[src/psl_pkg.sv]
// Constants and types for the strap latch and reset sequencer
// ============================================================
// Operation
// - Sample five address straps at reset; keep the chosen one of 32 addresses.
// - Management write of control upper byte starts reset held for 500 ns; ignored in PSL_HOLD and PSL_DRIVE_WAIT.
// - Latch all mode and address straps when reset synchronously de-asserts.
// - Address strap drivers off from reset start until 1700 ns after assertion.
// - Strap level counts only once stable within 250 ns of reset assertion.
// - Low power input at 100 Mb/s powers down 10 Mb/s and negotiation circuits.
`default_nettype none

package psl_pkg;
    localparam int ADDR_W = 5;
    localparam int MODE_W = 4;
    localparam int SPD_BIT = 3;
    localparam int CLK_PS = 4000;
    localparam int RST_HOLD_NS = 500;
    localparam int OE_OFF_NS = 1700;
    localparam int SETTLE_NS = 250;
    // Least times round up
    localparam int RST_HOLD_CYC = (RST_HOLD_NS * 1000 + CLK_PS - 1) / CLK_PS;
    localparam int OE_OFF_CYC = (OE_OFF_NS * 1000 + CLK_PS - 1) / CLK_PS;
    localparam int SETTLE_CYC = (SETTLE_NS * 1000 + CLK_PS - 1) / CLK_PS;
    localparam int CNT_W = 10;

    typedef enum logic [1:0] {
        PSL_RUN,
        PSL_HOLD,
        PSL_DRIVE_WAIT
    } psl_state_t;
endpackage : psl_pkg

`default_nettype wire

[src/psl_strap_reset.sv]
// Strap latch and timed reset sequencer of the physical layer device
`default_nettype none

module psl_strap_reset (
    // Clock and reset
    input  wire logic                          clock,
    input  wire logic                          rst,
    // Management side
    input  wire logic                          ctrl_hi_wr,
    input  wire logic [psl_pkg::ADDR_W-1:0]    frame_addr,
    input  wire logic                          frame_valid,
    // Strap pins
    input  wire logic [psl_pkg::ADDR_W-1:0]    addr_strap_pins_in,
    output logic      [psl_pkg::ADDR_W-1:0]    addr_strap_pins_out,
    output logic      [psl_pkg::ADDR_W-1:0]    addr_strap_pins_oe,
    input  wire logic [psl_pkg::MODE_W-1:0]    mode_pins,
    // Status and power
    input  wire logic                          low_power,
    input  wire logic                          speed_100_int,
    output logic                               core_rst,
    output logic      [psl_pkg::ADDR_W-1:0]    phy_addr,
    output logic      [psl_pkg::MODE_W-1:0]    mode_cfg,
    output logic                               addr_match,
    output logic                               pwr_down_10_an
);
    import psl_pkg::*;

    localparam int PW = ADDR_W + MODE_W;

    typedef struct packed {
        psl_state_t         st;
        logic [CNT_W-1:0]   hold_cnt;
        logic [CNT_W-1:0]   oe_cnt;
        logic [PW-1:0]      s1;
        logic [PW-1:0]      s2;
        logic [PW-1:0]      s3;
        logic [PW-1:0]      pin_val;
        logic [ADDR_W-1:0]  addr;
        logic [MODE_W-1:0]  mode;
        logic               rst_o;
        logic               oe_on;
        logic               spd;
        logic               match;
        logic               pd;
        // Check-only counters, read by the assertions
        logic [CNT_W-1:0]   chk_hold;
        logic [CNT_W-1:0]   chk_oe;
    } psl_reg_t;

    psl_reg_t r;
    psl_reg_t next_r;

    // ============================================================
    // Next state
    always_comb begin
        next_r = r;
        next_r.s1 = {mode_pins, addr_strap_pins_in};
        next_r.s2 = r.s1;
        next_r.s3 = r.s2;
        // Accept a strap change once two stages agree
        if (r.s2 == r.s3) begin
            next_r.pin_val = r.s3;
        end
        next_r.spd = speed_100_int;
        next_r.pd = low_power && speed_100_int;
        next_r.match = frame_valid && (frame_addr == r.addr);
        // Reset hold length and driver-off span, for the checks
        if (r.rst_o) begin
            next_r.chk_hold = r.chk_hold + 1'b1;
        end else begin
            next_r.chk_hold = '0;
        end
        if (r.oe_on) begin
            next_r.chk_oe = '0;
        end else if (r.chk_oe != '1) begin
            next_r.chk_oe = r.chk_oe + 1'b1;
        end
        if (r.oe_cnt != '0) begin
            next_r.oe_cnt = r.oe_cnt - 1'b1;
        end
        next_r.oe_on = (r.st == PSL_RUN) && (r.oe_cnt == '0);
        unique case (r.st)
            PSL_RUN: begin
                if (ctrl_hi_wr) begin
                    next_r.st = PSL_HOLD;
                    next_r.rst_o = 1'b1;
                    next_r.oe_on = 1'b0;
                    next_r.hold_cnt = CNT_W'(RST_HOLD_CYC - 1);
                    next_r.oe_cnt = CNT_W'(OE_OFF_CYC - 1);
                end
            end
            PSL_HOLD: begin
                if (r.hold_cnt == '0) begin
                    // Synchronous release; straps taken now
                    next_r.rst_o = 1'b0;
                    next_r.addr = r.pin_val[ADDR_W-1:0];
                    next_r.mode = r.pin_val[PW-1:ADDR_W];
                    next_r.st = PSL_DRIVE_WAIT;
                end else begin
                    next_r.hold_cnt = r.hold_cnt - 1'b1;
                end
            end
            PSL_DRIVE_WAIT: begin
                if (r.oe_cnt == '0) begin
                    next_r.st = PSL_RUN;
                end
            end
            default: begin
                // Unused code: restart the reset sequence
                next_r.st = PSL_HOLD;
                next_r.rst_o = 1'b1;
                next_r.hold_cnt = CNT_W'(RST_HOLD_CYC - 1);
                next_r.oe_cnt = CNT_W'(OE_OFF_CYC - 1);
            end
        endcase
    end

    // ============================================================
    // State register
    always_ff @(posedge clock) begin
        if (rst) begin
            r <= '0;
            r.st <= PSL_HOLD;
            r.rst_o <= 1'b1;
            r.hold_cnt <= CNT_W'(RST_HOLD_CYC - 1);
            r.oe_cnt <= CNT_W'(OE_OFF_CYC - 1);
        end else begin
            r <= next_r;
        end
    end

    // ============================================================
    // Outputs
    assign core_rst = r.rst_o;
    assign phy_addr = r.addr;
    assign mode_cfg = r.mode;
    assign addr_match = r.match;
    assign pwr_down_10_an = r.pd;

    // Only bit 3 is ever driven, as the speed indication
    generate
        for (genvar i = 0; i < ADDR_W; i++) begin : g_pin
            if (i == SPD_BIT) begin : g_spd
                assign addr_strap_pins_out[i] = r.spd;
                assign addr_strap_pins_oe[i] = r.oe_on;
            end else begin : g_in
                assign addr_strap_pins_out[i] = 1'b0;
                assign addr_strap_pins_oe[i] = 1'b0;
            end
        end
    endgenerate

    // ============================================================
    // Checks: reset sequencing
    AST_HOLD_LEN: assert property (@(posedge clock) disable iff (rst)
        $fell(r.rst_o) |-> r.chk_hold == CNT_W'(RST_HOLD_CYC))
        else $error("reset hold length wrong");
    AST_HOLD_SPAN: assert property (@(posedge clock) disable iff (rst)
        r.chk_hold <= CNT_W'(RST_HOLD_CYC))
        else $error("reset held too long");
    AST_SETTLE: assert property (@(posedge clock) disable iff (rst)
        $fell(r.rst_o) |-> r.chk_hold >= CNT_W'(SETTLE_CYC))
        else $error("hold shorter than settle window");
    AST_RST_START: assert property (@(posedge clock) disable iff (rst)
        ctrl_hi_wr && r.st == PSL_RUN |=> core_rst)
        else $error("software reset not started");
    AST_REFUSE: assert property (@(posedge clock) disable iff (rst)
        r.st == PSL_DRIVE_WAIT |=> !core_rst)
        else $error("reset restarted before drivers back");
    AST_RST_STATE: assert property (@(posedge clock) disable iff (rst)
        (r.st == PSL_HOLD) == r.rst_o)
        else $error("reset output and state disagree");
    AST_RST_DROP: assert property (@(posedge clock) disable iff (rst)
        $fell(r.rst_o) |-> r.st == PSL_DRIVE_WAIT)
        else $error("reset released in wrong state");

    // ============================================================
    // Checks: strap pins
    AST_OE_OFF: assert property (@(posedge clock) disable iff (rst)
        r.rst_o |-> !addr_strap_pins_oe[SPD_BIT])
        else $error("strap driver on during reset");
    AST_OE_LATE: assert property (@(posedge clock) disable iff (rst)
        $rose(r.oe_on) |-> r.chk_oe >= CNT_W'(OE_OFF_CYC))
        else $error("strap driver enable timing");
    AST_OE_BACK: assert property (@(posedge clock) disable iff (rst)
        $fell(r.rst_o) |-> ##[1:320] addr_strap_pins_oe[SPD_BIT])
        else $error("strap driver never re-enabled");
    AST_OE_RUN: assert property (@(posedge clock) disable iff (rst)
        r.oe_on |-> r.st == PSL_RUN)
        else $error("strap driver on outside run");
    AST_OE_BIT: assert property (@(posedge clock) disable iff (rst)
        (addr_strap_pins_oe & ~(ADDR_W'(1) << SPD_BIT)) == '0)
        else $error("non-speed strap pin driven");
    AST_SPD: assert property (@(posedge clock) disable iff (rst)
        r.oe_on |-> addr_strap_pins_out[SPD_BIT] == $past(speed_100_int))
        else $error("speed pin not driven from speed");
    AST_LATCH: assert property (@(posedge clock) disable iff (rst)
        $fell(r.rst_o) |-> r.addr == $past(r.pin_val[ADDR_W-1:0]))
        else $error("address not latched at release");
    AST_MODE_LATCH: assert property (@(posedge clock) disable iff (rst)
        $fell(r.rst_o) |-> r.mode == $past(r.pin_val[PW-1:ADDR_W]))
        else $error("mode not latched at release");
    AST_SYNC_AGREE: assert property (@(posedge clock) disable iff (rst)
        !$stable(r.pin_val) |-> $past(r.s2) == $past(r.s3) && r.pin_val == $past(r.s3))
        else $error("strap taken before stages agree");
    AST_SYNC_HOLD: assert property (@(posedge clock) disable iff (rst)
        r.s2 != r.s3 |=> $stable(r.pin_val))
        else $error("strap value moved while unsettled");
    AST_ADDR_STABLE: assert property (@(posedge clock) disable iff (rst)
        !r.rst_o && !$fell(r.rst_o) |-> $stable(r.addr))
        else $error("address changed outside reset");

    // ============================================================
    // Checks: management and power
    AST_MATCH: assert property (@(posedge clock) disable iff (rst)
        frame_valid && frame_addr != r.addr && $stable(r.addr) |=> !addr_match)
        else $error("match on wrong address");
    AST_MATCH_HIT: assert property (@(posedge clock) disable iff (rst)
        frame_valid && frame_addr == phy_addr |=> addr_match)
        else $error("no match on own address");
    AST_PWR: assert property (@(posedge clock) disable iff (rst)
        low_power && speed_100_int |=> pwr_down_10_an)
        else $error("low power not applied");
    AST_PWR_OFF: assert property (@(posedge clock) disable iff (rst)
        !(low_power && speed_100_int) |=> !pwr_down_10_an)
        else $error("power down without request at 100 Mb/s");
endmodule : psl_strap_reset

`default_nettype wire

[config.mk]
export PLATFORM = sky130hd
export DESIGN_NAME = psl_strap_reset
export DESIGN_NICKNAME = d
export VERILOG_FILES = /design/src/psl_pkg.sv /design/src/psl_strap_reset.sv
export SDC_FILE = /design/constraint.sdc
export NUM_CORES = 1
export LEC_CHECK = 0
export ABC_AREA = 0
export BUFFER_PORTS_ARGS = -buffer_cell sky130_fd_sc_hd__buf_2
export CORE_MARGIN = 2
export CORE_UTILIZATION = 57
export DETAILED_ROUTE_END_ITERATION = 8
export PLACE_DENSITY_LB_ADDON = 0.15
export SYNTH_ARGS = -nofsm -noshare
export SYNTH_HDL_FRONTEND = slang
export SYNTH_SLANG_ARGS = --single-unit
[constraint.sdc]
create_clock -name clock -period 2 [get_ports clock]
set_input_delay 0.4 -clock clock [delete_from_list [all_inputs] [get_ports clock]]
set_output_delay 0.4 -clock clock [all_outputs]
set_load 0.005 [all_outputs]
==> key figures <==
Timing
  • Final Hold Slack: 252 ps
  • Max-slew headroom: 0.557
  • Final-report hold violation count: 0
  • Tcrit/Tclk final: 0.932
  • Max Fclk: 537 MHz
  • Final Max Slew Viols: 0
  • Final worst path period need: 1860 ps
  • Post-Route Skew: 9.16 ps
  • Worst-margin pin slew: 658 ps
  • RSZ-0062 raised after global routing: false
  • Setup total negative slack: 0 ps
  • Number of endpoints failing setup at the final stage: 0

Synth
  • Post-synthesis xor/xnor area fraction: 0.0520
  • Syn Inst Count: 335
  • Largest family of logic cells by synthesized area: simple AND/OR/NAND/NOR gates
  • Number of synthesized flops with an enable pin: 0
  • FF+latch count, synth: 72
  • Multiplexer share of the synthesized area: 0.0719
  • Yosys top cell by area: dfxtp_1
  • Synth top area share: 0.450
  • Asr flop ratio synth: 0
  • Cell variety after synth: 54
  • Syn Area/Cell: 9.56 um2
  • Register area share after synthesis: 0.450
  • Synth area leaders: dfxtp_1 (45%), mux2i_1 (7.2%), nor2b_1 (5.7%)
  • Cell Area, Synth: 3200 um2
  • Warnings, synthesis: 0
  • Most used flip-flop cell after synthesis: dfxtp_1
  • Simple-Gate Fraction of Synth Area: 0.218
  • Adder-Cell Fraction of Synth Area: 0.0313
  • Compound-gate portion of the synthesized area: 0.0988

Floorplan
  • I/O pin cnt: 42
  • DIE HEIGHT: 79.0 um
  • CORE AREA: 5470 um2
  • DIE AREA: 6230 um2
  • Die width: 79.0 um
  • Initial Utilization: 0.585
  • Row Count: 27

Detailed routing
  • Final WL: 5910 um
  • Vias: 2366
  • Routed Antenna Nets: 0
  • DRC viols: 0
  • First-pass DRT Iterations: 4
  • Routed vias/inst: 5.34
  • Routed len/inst: 13.3 um
  • Initial DRC count: 159

CTS
  • Clk_lat worst skew: 340 ps
  • Clock sinks: 72
  • Htree depth: 3
  • Clock buffer depth: 2
  • CTS tree: built
  • Total CTS buffers: 9
  • Clock Pin Slew Worst Setup and Hold Paths: 80 ps
  • Root Driver: clkbuf_8

Final layout
  • Final Util: 0.670
  • Ant. Diodes: 0
  • Area Growth Syn to Fin: 14.5%
  • Share of cells above drive strength 1: 0.205
  • # nets final: 394
  • Cell area after layout: 3670 um2

GRT
  • First-pass GRT wire length: 9670 um
  • Number of global-route vias before repair: 2176
  • Tot GR Track Use: 0.200
  • Pin count of the biggest net entering global routing: 38
  • Initial antenna violation count: 0
  • Global route overflow: 0

Placement
  • GP Congestion: 0.827
  • I/O Buffers: 33
  • Area after DPL: 3380 um2
  • Hpwl dp: 4040 um

Setup path
  • Worst reg2reg path startpoint: r[90]
  • Crit path buffers/inverters: 2
  • Critical path's slowest cell: dfxtp_1
  • Worst setup path start: r[90]
  • Worst path max stage delay: 390 ps
  • CP endpoint kind: flip-flop
  • Crit path max-delay family: simple AND/OR/NAND/NOR gates
  • CP cell instances: inv_1, ha_1, nor2b_2, nor2_2, buf_4, nand3_1, a221o_1
  • Maximum fanout along the worst path: 8
  • Setup crit start kind: flip-flop
  • Crit Path Category: flip-flop to flip-flop
  • Worst EP required: 2230 ps
  • CP arrival: 2100 ps

Run
  • Max cap viols: 0

Run status
  • Status: complete, no violations

Power
  • Pwr Density: 1050 nW/um2
  • Total power: 3.86 mW
  • Leak pwr: 1.58 nW
  • VDD IR max: 0.770 mV

Min path
  • Worst hold-check path type: input pin to flip-flop
  • Hold path startpoint: low_power
power by group:
part           internal (mW)  leakage, nW  total [mW]  switching [mW]
registers               1.55        0.589        1.68           0.135
clock network          0.998        0.137        1.56           0.565
logic                  0.294        0.849       0.618           0.324
total                   2.84         1.58        3.86            1.02
registers in the layout (all words and copies together), names as in the netlist:
name	count
core_rst	1
pwr_down_10_an	1
mode_cfg	4
next_r	18
r	40
addr_match	1
addr_strap_pins_oe	1
addr_strap_pins_out	1
phy_addr	5
per-layer routing:
metal	vias to the layer above	wire [um]	global-route usage
met3	7	226	0.0489
met2	41	2930	0.333
met4	0	80	0.103
met1	1124	2670	0.240
li1	1194	-	-
met5	-	0	0
synth_stat cells (all sizes together), types with 9 or more instances:
master,number
buf,23
nor2,24
nor3,9
nand2,24
nand3,9
dfxtp,72
nor2b,29
xnor2,12
o21ai,10
clkbuf,9
inv,13
mux2i,23
path summary, 6_finish.rpt:
kind	to	slack [ps]	cells past startpoint
setup / recovery	r[85]	140	7
hold reg to reg	next_r[46]	440	1
hold / removal	pwr_down_10_an	250	2
setup reg to reg	r[85]	140	7
cell type report:
| class | instances | area, um2 |
|---|---|---|
| clock buffers | 10 | 138 |
| clock inverters | 6 | 138 |
| fillers | 455 | 1810 |
| inverters | 13 | 48.8 |
| multi-input cells | 225 | 1560 |
| flip-flops and latches | 72 | 1440 |
| well taps | 72 | 90.1 |
| repair buffers | 45 | 255 |
stage by stage:
stage | setup WS (ps) | std cells
finish | 137 | 443
global route | 4.62 | 443
CTS | 101 | 443
detailed placement | 154 | 427
global placement | 191 | 427
floorplan | 290 | 342
cells in the final DEF, fill, tap and decap left out, types with 6 or more instances in the layout:
master / instances
nor4_1: 6
dfxtp_1: 72
inv_1: 13
nor2_1: 23
ha_1: 8
nand3_1: 7
nor2b_1: 28
mux2i_1: 23
xor2_1: 7
nor3_1: 7
buf_2: 33
a21oi_1: 8
conb_1: 8
nand2_1: 24
xnor2_1: 12
buf_4: 12
clkbuf_8: 10
o21ai_0: 8
cell families after synthesis:
kind of cell             count (synthesis)
flip-flops                              72
multiplexers                            23
XOR/XNOR                                19
other                                    1
AO/OA/AOI/OAI                           44
adder cells (fa/ha/maj)                  8
buffers and inverters                   45
AND/OR/NAND/NOR                        123
what timing repair did:
item / 4_1_cts / 5_1_grt
endpoints found under the setup margin: 0 / 5
gates resized for setup: 0 / 2
setup buffers: 0 / 0
hold buffers: 0 / 0
Power figures use the tool's default switching activity.
